**config.mk**
```make
export PLATFORM = sky130hd
export DESIGN_NAME = ssc_top
export DESIGN_NICKNAME = d
export VERILOG_FILES = /design/src/core/ssc_pkg.sv /design/src/core/ssc_sync.sv /design/src/core/ssc_top.sv
export SDC_FILE = /design/constraint.sdc
export NUM_CORES = 1
export LEC_CHECK = 0
export ABC_AREA = 1
export BUFFER_PORTS_ARGS = -buffer_cell sky130_fd_sc_hd__buf_2
export CAP_MARGIN = 5
export CORE_UTILIZATION = 25
export CTS_BUF_LIST = sky130_fd_sc_hd__clkbuf_4 sky130_fd_sc_hd__clkbuf_8
export DETAILED_ROUTE_END_ITERATION = 8
export GPL_ROUTABILITY_DRIVEN = 0
export GPL_TIMING_DRIVEN = 0
export PLACE_DENSITY = 0.39
export SKIP_LAST_GASP = 1
export SYNTH_ARGS = -nofsm -noshare
export SYNTH_HDL_FRONTEND = slang
export SYNTH_HIERARCHICAL = 1
export SYNTH_SLANG_ARGS = --single-unit
```
**constraint.sdc**
```tcl
create_clock -name CLK -period 3.71 [get_ports CLK]
set_input_delay 0.742 -clock CLK [delete_from_list [all_inputs] [get_ports CLK]]
set_output_delay 0.742 -clock CLK [all_outputs]
set_load 0.01 [all_outputs]
```
**src/core/ssc_pkg.sv**
```systemverilog
// Shared constants, types and helpers of the setpoint select and standby logic
package ssc_pkg;

    // ------------------------------------------------------------
    // Widths and counts
    // ------------------------------------------------------------
    localparam int SP_W = 16;
    localparam int SEL_W = 3;
    localparam int NUM_SP = 8;
    localparam logic [SEL_W-1:0] SEL_LOCAL = 3'h0;

    // ------------------------------------------------------------
    // Values in 0.1 %FS steps, signed
    // ------------------------------------------------------------
    localparam logic signed [SP_W-1:0] SP_MIN = 16'hFF06;
    localparam logic signed [SP_W-1:0] SP_MAX = 16'h04E2;
    localparam logic signed [SP_W-1:0] SP_RESET = 16'h0000;
    localparam logic signed [SP_W-1:0] RETX_OFF = 16'h0000;

    // ------------------------------------------------------------
    // Control template codes that enable selection (51, 54)
    // ------------------------------------------------------------
    localparam logic [7:0] CONTROL_TEMPLATE_SEL_A = 8'h33;
    localparam logic [7:0] CONTROL_TEMPLATE_SEL_B = 8'h36;

    // ------------------------------------------------------------
    // Timing
    // ------------------------------------------------------------
    localparam int CLK_PERIOD_NS = 40;
    localparam int SEL_STABLE_NS = 160;
    localparam int SEL_STABLE_CYC =
        (SEL_STABLE_NS + CLK_PERIOD_NS - 1) / CLK_PERIOD_NS;

    // ------------------------------------------------------------
    // Run and standby sequence
    // ------------------------------------------------------------
    typedef enum logic [1:0] {
        ST_BOOT = 2'h0,
        ST_RUN = 2'h1,
        ST_STANDBY_INDICATOR = 2'h3,
        ST_RESUME = 2'h2
    } ssc_state_t;

    function automatic logic signed [SP_W-1:0] ssc_clamp(
        input logic signed [SP_W-1:0] v,
        input logic signed [SP_W-1:0] lo,
        input logic signed [SP_W-1:0] hi);
        if (v < lo) begin
            return lo;
        end else if (v > hi) begin
            return hi;
        end
        return v;
    endfunction : ssc_clamp

endpackage : ssc_pkg

```
**src/core/ssc_sync.sv**
```systemverilog
// Two-stage synchroniser with a stability filter for the selector contacts
`timescale 1ns/1ps
module ssc_sync
    import ssc_pkg::*;
#(
    parameter int W = SEL_W,
    parameter int STABLE = SEL_STABLE_CYC
) (
    // Clock and reset
    input wire logic clk,
    input wire logic rst_n,
    // Contacts from pins
    input wire logic [W-1:0] async_in,
    // Filtered code
    output logic [W-1:0] stable_out,
    output logic change
);

    localparam int CW = $clog2(STABLE + 1);
    localparam logic [CW-1:0] CNT_LAST = CW'(STABLE - 1);

    logic [W-1:0] meta_reg;
    logic [W-1:0] sync_reg;
    logic [W-1:0] cand_reg;
    logic [CW-1:0] cnt_reg;

    // ------------------------------------------------------------
    // Synchroniser
    // ------------------------------------------------------------
    always_ff @(posedge clk or negedge rst_n) begin
        if (!rst_n) begin
            meta_reg <= '0;
            sync_reg <= '0;
        end else begin
            meta_reg <= async_in;
            sync_reg <= meta_reg;
        end
    end

    // ------------------------------------------------------------
    // Stability filter
    // ------------------------------------------------------------
    always_ff @(posedge clk or negedge rst_n) begin
        if (!rst_n) begin
            cand_reg <= '0;
            cnt_reg <= '0;
            stable_out <= '0;
            change <= 1'b0;
        end else begin
            change <= 1'b0;
            if (sync_reg != cand_reg) begin
                cand_reg <= sync_reg;
                cnt_reg <= '0;
            end else if (cnt_reg < CNT_LAST) begin
                cnt_reg <= cnt_reg + CW'(1);
            end else if (stable_out != cand_reg) begin
                stable_out <= cand_reg;
                change <= 1'b1;
            end
        end
    end
endmodule : ssc_sync

```
**src/core/ssc_top.sv**
```systemverilog
// Setpoint selection and standby control for a heating/cooling controller
`timescale 1ns/1ps
// Overview of operation
// - Three selector contacts form a binary code, contact 1 lowest, all off local.
// - Code zero picks the local setpoint, codes one to seven remote ones.
// - Selection by contacts works only with control template 51 or 54.
// - Any remote pick places the controller in remote mode.
// - Setpoints are held within -25.0..125.0 %FS and the limiter, reset 0.0.
// - Standby follows its setting and turns off all outputs but control.
// - The standby lamp is lit throughout standby.
// - In standby heating and cooling outputs carry their standby values.
// - Leaving standby restarts control bumplessly from the heating value.
// - Timers and latches stop in standby and restart from zero or released.
// - On return level-mode contacts act, edge-mode contacts do not.
// - The standby setting is kept in nonvolatile storage over power cycles.
// - Entering standby during auto-tuning cancels it, constants unchanged.
// - Standby blanks the display when the option is 1, else it stays on.
// - Communication and control mode are untouched by standby.
// - Remote operation uses the remote setpoint, auto the local one.
module ssc_top
    import ssc_pkg::*;
#(
    parameter int NUM_ALARM = 4,
    parameter int NUM_DOUT = 4
) (
    // Clock and reset
    input wire logic CLK,
    input wire logic RST_N,
    // Selector contacts
    input wire logic SELECTOR_INPUT_1,
    input wire logic SELECTOR_INPUT_2,
    input wire logic SELECTOR_INPUT_3,
    input wire logic SEL_EDGE_MODE,
    input wire logic [7:0] CONTROL_TEMPLATE,
    // Setpoint storage
    input wire logic SP_WR,
    input wire logic [SEL_W-1:0] SP_WR_IDX,
    input wire logic signed [SP_W-1:0] SP_WR_VAL,
    input wire logic SP_LIM_EN,
    input wire logic signed [SP_W-1:0] SP_LIM_LO,
    input wire logic signed [SP_W-1:0] SP_LIM_HI,
    // Standby setting and its nonvolatile copy
    input wire logic STANDBY_SETTING_WR,
    input wire logic STANDBY_SETTING_VAL,
    input wire logic NV_STANDBY,
    input wire logic STANDBY_DISPLAY_OPTION,
    input wire logic signed [SP_W-1:0] HEATING_STANDBY_VALUE,
    input wire logic signed [SP_W-1:0] COOLING_STANDBY_VALUE,
    // Computed control and other outputs
    input wire logic signed [SP_W-1:0] PID_HEAT,
    input wire logic signed [SP_W-1:0] PID_COOL,
    input wire logic [NUM_ALARM-1:0] ALARM_IN,
    input wire logic [NUM_DOUT-1:0] DOUT_IN,
    input wire logic signed [SP_W-1:0] RETX_IN,
    input wire logic AT_ACTIVE,
    // Setpoint results
    output logic signed [SP_W-1:0] TARGET_SETPOINT,
    output logic REMOTE_MODE,
    // Output stage
    output logic signed [SP_W-1:0] HEAT_OUT,
    output logic signed [SP_W-1:0] COOL_OUT,
    output logic MV_PRESET,
    output logic [NUM_ALARM-1:0] ALARM_OUT,
    output logic [NUM_DOUT-1:0] DOUT_OUT,
    output logic signed [SP_W-1:0] RETX_OUT,
    // Timers, latches, tuning
    output logic TIMER_RUN,
    output logic TIMER_CLEAR,
    output logic LATCH_RUN,
    output logic LATCH_RELEASE,
    output logic AT_CANCEL,
    // Indication and storage
    output logic STANDBY_INDICATOR,
    output logic DISPLAY_ON,
    output logic NV_SAVE,
    output logic NV_SAVE_VAL
);

    ssc_state_t state_reg;
    ssc_state_t state_next;
    logic standby_set_reg;
    logic [SEL_W-1:0] stable_code;
    logic code_change;
    logic [SEL_W-1:0] act_code_reg;
    logic [SEL_W-1:0] eff_code;
    logic sel_en;
    logic signed [SP_W-1:0] sp_mem [NUM_SP];
    logic signed [SP_W-1:0] lim_lo;
    logic signed [SP_W-1:0] lim_hi;
    logic signed [SP_W-1:0] heat_sb;
    logic signed [SP_W-1:0] cool_sb;
    logic in_standby_indicator;

    // ------------------------------------------------------------
    // Selector decode
    // ------------------------------------------------------------
    ssc_sync #(.W(SEL_W), .STABLE(SEL_STABLE_CYC)) ssc_sync_inst (
        .clk(CLK),
        .rst_n(RST_N),
        .async_in({SELECTOR_INPUT_3, SELECTOR_INPUT_2,
            SELECTOR_INPUT_1}),
        .stable_out(stable_code),
        .change(code_change)
    );

    assign in_standby_indicator = (state_reg == ST_STANDBY_INDICATOR);
    assign sel_en = (CONTROL_TEMPLATE == CONTROL_TEMPLATE_SEL_A)
        || (CONTROL_TEMPLATE == CONTROL_TEMPLATE_SEL_B);
    assign eff_code = sel_en ? act_code_reg : SEL_LOCAL;

    // Level mode follows the code; edge mode acts only on a fresh change,
    // and changes that happened in standby are dropped.
    always_ff @(posedge CLK or negedge RST_N) begin
        if (!RST_N) begin
            act_code_reg <= SEL_LOCAL;
        end else if (!in_standby_indicator) begin
            if (!SEL_EDGE_MODE) begin
                act_code_reg <= stable_code;
            end else if (code_change) begin
                act_code_reg <= stable_code;
            end
        end
    end

    // ------------------------------------------------------------
    // Setpoint storage
    // ------------------------------------------------------------
    // Limiter bounds kept inside the full range, so no write escapes it
    assign lim_lo = SP_LIM_EN ? ssc_clamp(SP_LIM_LO, SP_MIN, SP_MAX)
        : SP_MIN;
    assign lim_hi = SP_LIM_EN ? ssc_clamp(SP_LIM_HI, SP_MIN, SP_MAX)
        : SP_MAX;

    always_ff @(posedge CLK or negedge RST_N) begin
        if (!RST_N) begin
            for (int i = 0; i < NUM_SP; i++) begin
                sp_mem[i] <= SP_RESET;
            end
        end else if (SP_WR) begin
            sp_mem[SP_WR_IDX] <= ssc_clamp(SP_WR_VAL, lim_lo, lim_hi);
        end
    end

    // Remote mode is independent of standby
    always_ff @(posedge CLK or negedge RST_N) begin
        if (!RST_N) begin
            TARGET_SETPOINT <= SP_RESET;
            REMOTE_MODE <= 1'b0;
        end else begin
            TARGET_SETPOINT <= sp_mem[eff_code];
            REMOTE_MODE <= (eff_code != SEL_LOCAL);
        end
    end

    // ------------------------------------------------------------
    // Standby setting and sequence
    // ------------------------------------------------------------
    always_ff @(posedge CLK or negedge RST_N) begin
        if (!RST_N) begin
            standby_set_reg <= 1'b0;
            NV_SAVE <= 1'b0;
            NV_SAVE_VAL <= 1'b0;
        end else begin
            NV_SAVE <= 1'b0;
            if (state_reg == ST_BOOT) begin
                standby_set_reg <= NV_STANDBY;
            end else if (STANDBY_SETTING_WR) begin
                standby_set_reg <= STANDBY_SETTING_VAL;
                NV_SAVE <= (STANDBY_SETTING_VAL != standby_set_reg);
                NV_SAVE_VAL <= STANDBY_SETTING_VAL;
            end
        end
    end

    always_comb begin
        state_next = state_reg;
        case (state_reg)
            ST_BOOT: state_next = ST_RUN;
            ST_RUN: begin
                if (standby_set_reg) begin
                    state_next = ST_STANDBY_INDICATOR;
                end
            end
            ST_STANDBY_INDICATOR: begin
                if (!standby_set_reg) begin
                    state_next = ST_RESUME;
                end
            end
            ST_RESUME: state_next = ST_RUN;
            default: state_next = ST_BOOT;
        endcase
    end

    always_ff @(posedge CLK or negedge RST_N) begin
        if (!RST_N) begin
            state_reg <= ST_BOOT;
        end else begin
            state_reg <= state_next;
        end
    end

    // ------------------------------------------------------------
    // Output stage
    // ------------------------------------------------------------
    assign heat_sb = ssc_clamp(HEATING_STANDBY_VALUE, SP_MIN, SP_MAX);
    assign cool_sb = ssc_clamp(COOLING_STANDBY_VALUE, SP_MIN, SP_MAX);

    always_ff @(posedge CLK or negedge RST_N) begin
        if (!RST_N) begin
            HEAT_OUT <= SP_RESET;
            COOL_OUT <= SP_RESET;
            MV_PRESET <= 1'b0;
        end else begin
            MV_PRESET <= (state_reg == ST_RESUME);
            if (in_standby_indicator || state_reg == ST_RESUME) begin
                HEAT_OUT <= heat_sb;
                COOL_OUT <= cool_sb;
            end else begin
                HEAT_OUT <= PID_HEAT;
                COOL_OUT <= PID_COOL;
            end
        end
    end

    always_ff @(posedge CLK or negedge RST_N) begin
        if (!RST_N) begin
            ALARM_OUT <= '0;
            DOUT_OUT <= '0;
            RETX_OUT <= RETX_OFF;
        end else begin
            ALARM_OUT <= in_standby_indicator ? '0 : ALARM_IN;
            DOUT_OUT <= in_standby_indicator ? '0 : DOUT_IN;
            RETX_OUT <= in_standby_indicator ? RETX_OFF : RETX_IN;
        end
    end

    always_ff @(posedge CLK or negedge RST_N) begin
        if (!RST_N) begin
            TIMER_RUN <= 1'b0;
            LATCH_RUN <= 1'b0;
            TIMER_CLEAR <= 1'b0;
            LATCH_RELEASE <= 1'b0;
        end else begin
            TIMER_RUN <= (state_reg == ST_RUN);
            LATCH_RUN <= (state_reg == ST_RUN);
            TIMER_CLEAR <= (state_reg == ST_RESUME);
            LATCH_RELEASE <= (state_reg == ST_RESUME);
        end
    end

    always_ff @(posedge CLK or negedge RST_N) begin
        if (!RST_N) begin
            AT_CANCEL <= 1'b0;
            STANDBY_INDICATOR <= 1'b0;
            DISPLAY_ON <= 1'b1;
        end else begin
            AT_CANCEL <= (state_reg == ST_RUN) && standby_set_reg
                && AT_ACTIVE;
            STANDBY_INDICATOR <= in_standby_indicator;
            DISPLAY_ON <= !(in_standby_indicator && STANDBY_DISPLAY_OPTION);
        end
    end
endmodule : ssc_top

```
## Word level (Yosys, flattened, before mapping)

Cells that the tools add are included.
W data, S select, Z words.

- Multiplexer cells: 55
- Eq/ne operators: 11
- Order comparisons: 14
- Reduce and logical (&&, ||, !) cells: 16
- Bitwise operators: 6
- Add/subtract/negate cells: 1

Operators by type and width:

| operator | count |
|---|---|
| $mux W16 | 24 |
| $bwmux W128 | 1 |
| $gt A16 B12 Y1 const B | 4 |
| $lt A16 B9 Y1 const B | 4 |
| $bmux W16 S3 | 1 |
| $demux W16 S3 | 1 |
| $mux W1 | 18 |
| $eq A8 B6 Y1 const B | 2 |
| $gt A16 B16 Y1 | 1 |
| $lt A16 B16 Y1 | 1 |
| $mux W3 | 5 |
| $ge A4 B4 Y1 const B | 2 |
| $mux W4 | 2 |
| $not A3 Y4 | 2 |
| $ne A3 B3 Y1 | 2 |
| $pmux W2 S3 | 1 |
| $reduce_and A2 Y1 | 3 |
| $eq A2 B2 Y1 const B | 2 |
| $logic_and A1 B1 Y1 | 4 |
| $lt A4 B1 Y1 const B | 1 |
| $mux W2 | 2 |
| $ne A2 B2 Y1 const B | 2 |
| $not A1 Y1 | 4 |
| $reduce_bool A2 Y1 | 2 |
| other kinds (11) | 12 |

- Output and inout bits: 83
- Bits of input ports: 160
- Register bits after elaboration: 230

## Depth between registers and ports, before layout

Gate-level depths: netlist of the first run.

- Depth after elaboration: 12
- Depth in mapped cells: 27
- Depth with buffers taken out: 26

## By module

Netlist of the first run, hierarchy kept.

By module, submodules not included:

| module | sequential area each (sq um) | instances | cells each | area an instance (sq um) |
|---|---|---|---|---|
| ssc_top | 5356.4 | 1 | 1348 | 11013.1 |
| ssc_sync | 400.4 | 1 | 61 | 621.8 |

## Worst setup path after synthesis of the first run

OpenSTA, ideal clock, no wires.

- Path type: input to register
- Start: input SP_LIM_HI[3]
- End: register sp_mem[104] in the netlist's numbering
- Stages: 26
- Path slack: 0.081 ns
- Arrival time: 3.512 ns
- Cells stage by stage: inv_1 > nand2_1 > inv_1 > nand2_1 > o2111ai_1 > nand3_1 > nand2_1 > a21o_1 > nand2_1 > inv_1 > o21ai_0 > ha_1 > a21oi_1 > nor2_1 > a211oi_1 > o21ai_0 > nand3_1 > nand3_1 > xnor2_1 > nand2_2 > buf_2 > nor2_1 > nand3_1 > nand3_2 > nand2_1 > nand2_1

- Word-level cells in the longest chain between the ends: 12
- Elaborated cells between the ends (all ways): 16
- Those cells by class: 3 x order compare; 13 x mux

RTL lines:

| item | RTL line | text |
|---|---|---|
| start: declaration | ssc_top.sv:41 | `input wire logic signed [SP_W-1:0] SP_LIM_HI,` |
| $gt A16 B12 Y1 | ssc_pkg.sv:50 | `end else if (v > hi) begin` |
| $mux W1 | ssc_pkg.sv:50 |  |
| $mux W1 | ssc_pkg.sv:48 | `if (v < lo) begin` |
| $mux W16 * | ssc_pkg.sv:53 | `return v;` |
| $mux W16 * | ssc_top.sv:131 | `assign lim_hi = SP_LIM_EN ? ssc_clamp(SP_LIM_HI, SP_MIN, SP_MAX)` |
| $gt A16 B16 Y1 | ssc_pkg.sv:50 |  |
| $mux W1 | ssc_pkg.sv:50 |  |
| $mux W1 | ssc_pkg.sv:48 |  |
| $mux W1 | ssc_top.sv:139 | `end else if (SP_WR) begin` |
| $mux W16 * | ssc_pkg.sv:53 |  |
| $mux W16 * | ssc_top.sv:139 |  |
| $bwmux W128 * | ssc_top.sv:140 | `sp_mem[SP_WR_IDX] <= ssc_clamp(SP_WR_VAL, lim_lo, lim_hi);` |
| end signal: indexed assignment | ssc_top.sv:140 |  |
| end: declaration | ssc_top.sv:87 | `logic signed [SP_W-1:0] sp_mem [NUM_SP];` |

Every way passes the cells marked *; elsewhere a longest branch is shown, timed or not. The select of a mux whose other input is x is not followed.
A chain may end at the register's enable or synchronous reset.

## Worst setup path in the final report of the first run

- Start: input SP_LIM_HI[3]
- End: register sp_mem[2] in the netlist's numbering

The elaborated chain is that of the path after synthesis.

==> results of run 1 <==
worst paths after layout:
| path | endpoint | start | cells after the start |
|---|---|---|---|
| min | ssc_sync_inst/meta_reg[1] | SELECTOR_INPUT_2 | 1 |
| max reg2reg | TARGET_SETPOINT[9] | act_code_reg[0] | 7 |
| min in group asynchronous | sp_mem[7] | RST_N | 2 |
| max in group asynchronous | RETX_OUT[4] | RST_N | 3 |
| min reg2reg | ssc_sync_inst/sync_reg[0] | ssc_sync_inst/meta_reg[0] | 0 |
| max | sp_mem[2] | SP_LIM_HI[3] | 29 |
worst register-to-register path: stages, from the launching register on:
cell                       delay [ps]
sky130_fd_sc_hd__dfrtp_1          350
sky130_fd_sc_hd__clkbuf_1         260
sky130_fd_sc_hd__nand3_1          260
sky130_fd_sc_hd__clkbuf_1         550
sky130_fd_sc_hd__clkbuf_1         580
sky130_fd_sc_hd__clkbuf_1         500
sky130_fd_sc_hd__nor2_1           100
sky130_fd_sc_hd__o221ai_1         330
metrics by stage:
stage               instances  setup TNS (ps)  power [µW]
finish                   2333               0        8320
global route             2333            -270        8910
CTS                      2331               0        8460
detailed placement       2251          -87610        5640
global placement         2249         -700910        5620
floorplan                1409               0        4700
logic make-up after synthesis:
| group | after synthesis | share of synthesized area |
|---|---|---|
| flip-flops | 230 | 0.495 |
| adder cells (fa/ha/maj) | 32 | 0.0344 |
| multiplexers | 3 | 0.00290 |
| buffers and inverters | 162 | 0.0600 |
| AND/OR/NAND/NOR | 818 | 0.316 |
| AO/OA/AOI/OAI | 158 | 0.0874 |
| XOR/XNOR | 6 | 0.00452 |
power by group:
group          internal [µW]  total [µW]  leakage, µW  switching, µW
clock                   1590        2710     0.000513           1120
sequential              3170        3460      0.00291            291
combinational            806        2140      0.00434           1340
what timing repair did:
item	4_1_cts	5_1_grt
hold buffers	1	0
hold endpoints to repair	15	0
pin swaps	0	8
resized for setup	6	23
endpoints found under the setup margin	78	128
buffers inserted	0	2
synth_stat cells (2+ instances only):
| cell type | n | share of area |
|---|---|---|
| sky130_fd_sc_hd__buf_2 | 11 | 0.0047 |
| sky130_fd_sc_hd__buf_1 | 2 | 0.00065 |
| sky130_fd_sc_hd__mux2_2 | 3 | 0.0029 |
| sky130_fd_sc_hd__nand4_2 | 10 | 0.011 |
| sky130_fd_sc_hd__buf_4 | 3 | 0.0019 |
| sky130_fd_sc_hd__a21oi_1 | 34 | 0.015 |
| sky130_fd_sc_hd__o22ai_1 | 4 | 0.0022 |
| sky130_fd_sc_hd__a32o_1 | 6 | 0.0052 |
| sky130_fd_sc_hd__xor2_1 | 2 | 0.0015 |
| sky130_fd_sc_hd__inv_1 | 97 | 0.031 |
| sky130_fd_sc_hd__nor2_2 | 2 | 0.0011 |
| sky130_fd_sc_hd__nand3_2 | 14 | 0.012 |
| sky130_fd_sc_hd__nor2_1 | 132 | 0.043 |
| sky130_fd_sc_hd__o211ai_1 | 26 | 0.017 |
| sky130_fd_sc_hd__buf_6 | 5 | 0.0048 |
| sky130_fd_sc_hd__and3_1 | 2 | 0.0011 |
| sky130_fd_sc_hd__a31oi_1 | 9 | 0.0048 |
| sky130_fd_sc_hd__a211oi_1 | 7 | 0.0045 |
| sky130_fd_sc_hd__clkbuf_1 | 40 | 0.013 |
| sky130_fd_sc_hd__or2_2 | 20 | 0.011 |
| sky130_fd_sc_hd__dfrtp_1 | 229 | 0.49 |
| sky130_fd_sc_hd__nor3_1 | 24 | 0.010 |
| sky130_fd_sc_hd__nand2_2 | 6 | 0.0032 |
| sky130_fd_sc_hd__nor4_1 | 3 | 0.0016 |
| sky130_fd_sc_hd__o21a_1 | 2 | 0.0013 |
| sky130_fd_sc_hd__ha_1 | 32 | 0.034 |
| sky130_fd_sc_hd__nand4_1 | 3 | 0.0016 |
| sky130_fd_sc_hd__nand2_1 | 552 | 0.18 |
| sky130_fd_sc_hd__nand3_4 | 11 | 0.017 |
| sky130_fd_sc_hd__a21boi_0 | 3 | 0.0019 |
| sky130_fd_sc_hd__o31ai_1 | 8 | 0.0052 |
| sky130_fd_sc_hd__o221ai_1 | 14 | 0.011 |
| sky130_fd_sc_hd__nand4_4 | 6 | 0.011 |
| sky130_fd_sc_hd__nand3_1 | 31 | 0.013 |
| sky130_fd_sc_hd__xnor2_1 | 4 | 0.0030 |
| sky130_fd_sc_hd__o21ai_0 | 41 | 0.018 |
routing by layer:
metal	wire length, µm	up-vias
met3	1390	63
li1	-	5127
met2	18100	191
met4	904	0
met1	17600	4922
met5	0	-
area by class of cell:
type                            count  share of cell area
Clock buffer                       74              0.0610
Tap cell                          600              0.0509
Timing Repair Buffer              245              0.0876
Clock inverter                      5             0.00365
Buffer                             63              0.0233
Multi-Input combinational cell   1017               0.358
Sequential cell                   230               0.391
Inverter                           99              0.0254
==> metrics, run 1 <==
max-cap check violation count 0; total routing usage reported by global routing 0.161; final cell utilization of the core 0.323; max reg flops 128; Slowest cell on crit path sky130_fd_sc_hd__ha_1; Via Count roughly 10000; outcome complete, no violations; antenna diode count 0; HPWL after detailed placement approximately 28 mm; Crit path largest cell delay around 300 ps; # clock sinks 230; commonest cells after routing, fill and taps aside 550 x sky130_fd_sc_hd__nand2_1, 248 x sky130_fd_sc_hd__buf_2, 229 x sky130_fd_sc_hd__dfrtp_1, 130 x sky130_fd_sc_hd__nor2_1, 96 x sky130_fd_sc_hd__inv_1; Crit Path Max Fanout 8; area occupied by multi-input gates 0.00527 mm²; average via count per standard cell roughly 4.4; worst hold slack across all endpoints about 250 ps; Unique masters post-synth 47; Synth Cell Area about 0.012 mm²; Skew-Pair Late Insertion Delay 590 ps; Final nets around 1900; signed area change from the synthesized netlist to the final layout 26.7%; worst setup path class in -> reg; Pre-Repair DR Iteration Count 7; Starting DRT DRC Count between 400 and 500; ratio of cells with drive above 1 in the final layout 0.248; CORE AREA around 0.046 mm²; f_max ~290 MHz; Chip Height 218 µm; share of flip-flops with an asynchronous set or reset after synthesis 1.00; number of top-level design ports ~240; Final min period approximately 3400 ps; max-slew violation count 0; synthesized area divided by synthesized cell count 8.26 µm²; clock skew after layout approximately 29 ps; remaining global-route overflow 0; worst rel slew slack 0.530; proportion of synthesized chip area in sequential cells 0.495; class of the most critical hold timing path in -> reg; CP Launch Type input port; slew of the pin with the lowest slew margin between 700 and 800 ps; Post-synth EDFFs 0; global-route track usage on met3 0.0275; cell count after synthesis 1409; Placement Setup Slack -907 ps; total area of sequential cells 0.00576 mm²; Core Rows between 70 and 80; register clock-pin slew on the reported worst setup and hold paths roughly 60 ps; Post-Place Cell Area between 0.01 and 0.015 mm²; Num CTS Buffers 46; Power Dens Cells 564 mW/mm²; Final Instance Area 0.0147 mm²; final routed wire length divided by cell count 16.3 µm; most used flip-flop cell after synthesis sky130_fd_sc_hd__dfrtp_1; met2 track utilization from global routing 0.259; largest net degree at the start of global routing around 110; residual antenna-violating net count after detailed routing 0; final period utilization 0.929; horizontal die dimension between 200 and 250 µm; number of global-route vias before repair approximately 10000; number of antenna violations at the first check in global routing 0; sum of routed wire length over all layers about 38 mm; crit-path leading delay family simple AND/OR/NAND/NOR gates; global-route wire length before repair roughly 60 mm; static leakage 0.00777 µW; most numerous cell on the critical path sky130_fd_sc_hd__nand2_1; Setup WS post-layout approximately 260 ps; top register by number of flip-flops sp_mem; clk root buf sky130_fd_sc_hd__clkbuf_8; arrival time at the worst endpoint 3940 ps; global routing's busiest layer met2; fill cell instance count of the final layout about 5000; Critical Path RT between 4000 and 5000 ps; most common cell after layout, fill and taps aside sky130_fd_sc_hd__nand2_1; maximum clock insertion buffer count 3; Critical Path End Type register; final number of hold-violating endpoints 0; count of buffers from port buffering 240; total number of H-tree levels 2; grt met1 use 0.220; floorplan die area between 0.04 and 0.05 mm²; synthesized net count ~1600; DR DRC count 0; setup repair after global routing missed its margin true; total of warnings raised by yosys 6; critical path buffer and inverter count 7; starting density of the core 0.255; setup slack, reg-to-reg roughly 630 ps; synthesized flop and latch total 230; CTS tree yes; final setup violating endpoints 0; maximum vdd drop about 0.00030 V
(Power assumes the default switching activity.)
==> inputs of run 2 (changes only) <==
--- a/config.mk
+++ b/config.mk
@@ -8,6 +8,7 @@
 export ABC_AREA = 1
 export BUFFER_PORTS_ARGS = -buffer_cell sky130_fd_sc_hd__buf_2
 export CAP_MARGIN = 5
+export CORE_ASPECT_RATIO = 0.75
 export CORE_UTILIZATION = 25
 export CTS_BUF_LIST = sky130_fd_sc_hd__clkbuf_4 sky130_fd_sc_hd__clkbuf_8
 export DETAILED_ROUTE_END_ITERATION = 8
==> run 2 against run 1 <==
Compared with the run above:
- clock-buffer cell count shrank 4
- die area is essentially flat
- register-to-register slack lost 40 ps
- worst setup slack lost 8.4 ps
- hold slack gained 18 ps
- total power grew 0.50%
- final area grew 0.10%
- cell count shrank 0.26%
- global-route usage grew 0.32 points
- combinational power grew 3%
- clock power is essentially flat
- first-iteration DRC count grew 47%
- critical endpoint is now sp_mem[17]
- largest power group unchanged
- highest routed layer unchanged
==> metrics, run 2 (synthesis results as in run 1) <==
max reg flops 128 (unchanged); signed area change from the synthesized netlist to the final layout 26.8% (was 26.7%); final setup violating endpoints 0 (unchanged); top register by number of flip-flops sp_mem (unchanged); count of buffers from port buffering 240 (unchanged); max-cap check violation count 0 (unchanged); worst min-delay path startpoint SELECTOR_INPUT_3 (was SELECTOR_INPUT_2); horizontal die dimension 251 µm (was 218 µm); DR DRC count 0 (unchanged); number of top-level design ports 243 (unchanged); clk root buf sky130_fd_sc_hd__clkbuf_8 (unchanged); total routing usage reported by global routing 0.164 (was 0.161); reg2reg start act_code_reg[0] (unchanged); residual antenna-violating net count after detailed routing 0 (unchanged); Post-Layout Cell Count 2327 (was 2333); number of antenna violations at the first check in global routing 0 (unchanged); total number of H-tree levels 2 (unchanged); final period utilization 0.931 (was 0.929); average via count per standard cell 4.43 (was 4.42); Post-Place Cell Area 0.0136 mm² (was 0.0137 mm²); most common cell after layout, fill and taps aside sky130_fd_sc_hd__nand2_1 (unchanged); worst setup path class in -> reg (unchanged); HPWL after detailed placement 29.0 mm (was 28.1 mm); ratio of cells with drive above 1 in the final layout 0.249 (was 0.248); register clock-pin slew on the reported worst setup and hold paths 60 ps (about the same); Power Dens Cells 567 mW/mm² (was 564 mW/mm²); startpoint of the worst setup timing path SP_LIM_HI[3] (unchanged); clock skew after layout 67.5 ps (was 29.1 ps); Final Instance Area 0.0148 mm² (was 0.0147 mm²); # clock sinks 230 (unchanged); starting density of the core 0.253 (was 0.255); slew of the pin with the lowest slew margin 791 ps (was 705 ps); Crit Path Max Fanout 6 (was 8); Final min period 3450 ps (about the same); endpoint of the worst-slack reg-to-reg timing path TARGET_SETPOINT[9] (unchanged); final number of hold-violating endpoints 0 (unchanged); class of the most critical hold timing path in -> reg (unchanged); Starting DRT DRC Count 730 (was 496); placed cells 2246 (was 2251); maximum clock insertion buffer count 3 (unchanged); count of cells along the worst hold path 1 (unchanged); Via Count 10297 (was 10303); commonest cells after routing, fill and taps aside 551 x sky130_fd_sc_hd__nand2_1, 248 x sky130_fd_sc_hd__buf_2, 229 x sky130_fd_sc_hd__dfrtp_1, 130 x sky130_fd_sc_hd__nor2_1, 96 x sky130_fd_sc_hd__inv_1 (was 550 x sky130_fd_sc_hd__nand2_1, 248 x sky130_fd_sc_hd__buf_2, 229 x sky130_fd_sc_hd__dfrtp_1, 130 x sky130_fd_sc_hd__nor2_1, 96 x sky130_fd_sc_hd__inv_1); largest net degree at the start of global routing 111 (was 113); CORE AREA 0.0459 mm² (was 0.0457 mm²); Final nets 1892 (was 1894); global-route wire length before repair 59.9 mm (was 59.2 mm); sum of routed wire length over all layers 39.0 mm (was 37.9 mm); Chip Height 189 µm (was 218 µm); worst rel slew slack 0.473 (was 0.530); outcome complete, no violations (unchanged); CTS tree yes (unchanged); remaining global-route overflow 0 (unchanged); f_max 290 MHz (about the same); maximum vdd drop 0.000254 V (was 0.000297 V); cell count of the worst reg-to-reg path 7 (unchanged); terminating pin of the worst hold path ssc_sync_inst/meta_reg[2] (was ssc_sync_inst/meta_reg[1]); Critical Path RT 4270 ps (was 4210 ps); Pre-Repair DR Iteration Count 5 (was 7); arrival time at the worst endpoint 4010 ps (was 3940 ps); Critical Path End Type register (unchanged); floorplan die area 0.0474 mm² (about the same); max-slew violation count 0 (unchanged); Core Rows 68 (was 78); setup repair after global routing missed its margin false (was true); Skew-Pair Late Insertion Delay 620 ps (was 590 ps); setup slack, reg-to-reg 590 ps (was 630 ps); antenna diode count 0 (unchanged); static leakage 0.00777 µW (about the same); number of global-route vias before repair 9933 (was 10212); final routed wire length divided by cell count 16.8 µm (was 16.3 µm); Num CTS Buffers 42 (was 46); CP Launch Type input port (unchanged); summed negative setup slack over all endpoints 0 ps (unchanged)
-- run 2: cell count changes in the layout (fill, tap and decap cells not counted), sizes merged --
| cell | before | now |
|---|---|---|
| buf | 267 | 269 |
| clkbuf | 114 | 110 |
| inv | 99 | 100 |
-- run 2: worst max path at each step --
stage / endpoint / slack (ps) / depth (start not counted)
floorplan: sp_mem[104] / 80 / 26
global placement: COOL_OUT[4] / -2690 / 1
detailed placement: sp_mem[41] / -890 / 27
CTS: sp_mem[93] / -20 / 27
global route: sp_mem[64] / 1 / 27
finish: sp_mem[17] / 260 / 28
-- run 2: repair_timing --
item,CTS,global route
setup buffers,0,4
endpoints found under the setup margin,55,128
endpoints found under the hold margin,29,0
gates resized for setup,8,22
hold buffers,1,0
pin swaps,1,12
-- run 2: critical path: stages --
cell	delay, ps
sky130_fd_sc_hd__buf_2	120
sky130_fd_sc_hd__inv_1	50
sky130_fd_sc_hd__nand2_1	60
sky130_fd_sc_hd__inv_1	60
sky130_fd_sc_hd__nand2_1	50
sky130_fd_sc_hd__o2111ai_1	180
sky130_fd_sc_hd__nand3_1	90
sky130_fd_sc_hd__nand2_1	80
sky130_fd_sc_hd__a21o_1	140
sky130_fd_sc_hd__nand2_4	90
sky130_fd_sc_hd__inv_4	110
sky130_fd_sc_hd__buf_4	110
sky130_fd_sc_hd__nand3_1	110
sky130_fd_sc_hd__ha_1	310
sky130_fd_sc_hd__nand2_1	60
sky130_fd_sc_hd__o21a_1	190
sky130_fd_sc_hd__o21ai_2	130
sky130_fd_sc_hd__nand2_1	70
sky130_fd_sc_hd__nand3_1	80
sky130_fd_sc_hd__xnor2_1	140
sky130_fd_sc_hd__nand2_2	150
sky130_fd_sc_hd__buf_4	180
sky130_fd_sc_hd__nor2_1	160
sky130_fd_sc_hd__nand3_1	140
sky130_fd_sc_hd__nand3_4	130
sky130_fd_sc_hd__buf_12	130
sky130_fd_sc_hd__nand2_1	50
sky130_fd_sc_hd__nand2_1	80
-- run 2: area by class of cell --
cell class | count | area (µm²)
clock buffers | 70 | 863
flip-flops and latches | 230 | 5760
fillers | 4908 | 31200
inverters | 99 | 374
repair buffers | 247 | 1320
clock inverters | 6 | 73.8
plain buffers | 63 | 339
well taps | 595 | 744
multi-input cells | 1017 | 5290
-- run 2: where the power goes --
group | total [µW] | internal, µW | switching [µW]
sequential | 3470 | 3170 | 296
combinational | 2200 | 816 | 1390
clock | 2690 | 1540 | 1150
total | 8360 | 5530 | 2830
-- run 2: through the flow --
| stage | hold WS (ps) | setup WS, ps | total power, µW | utilization |
|---|---|---|---|---|
| global placement | 337 | -2690 | 5660 | 0.296 |
| detailed placement | 337 | -890 | 5680 | 0.297 |
| floorplan | 331 | 80.8 | 4700 | - |
| CTS | 203 | -24.2 | 8480 | 0.319 |
| global route | 210 | 1.33 | 8920 | 0.321 |
| finish | 266 | 256 | 8360 | 0.321 |
-- run 2: metal layers --
metal	track usage	wire, µm	part of all wire	up-vias
li1	-	-	-	5123
met1	0.251	20200	0.52	4892
met2	0.229	16300	0.42	230
met3	0.0311	1820	0.047	52
met4	0.0481	743	0.019	0
met5	0	0	0	-
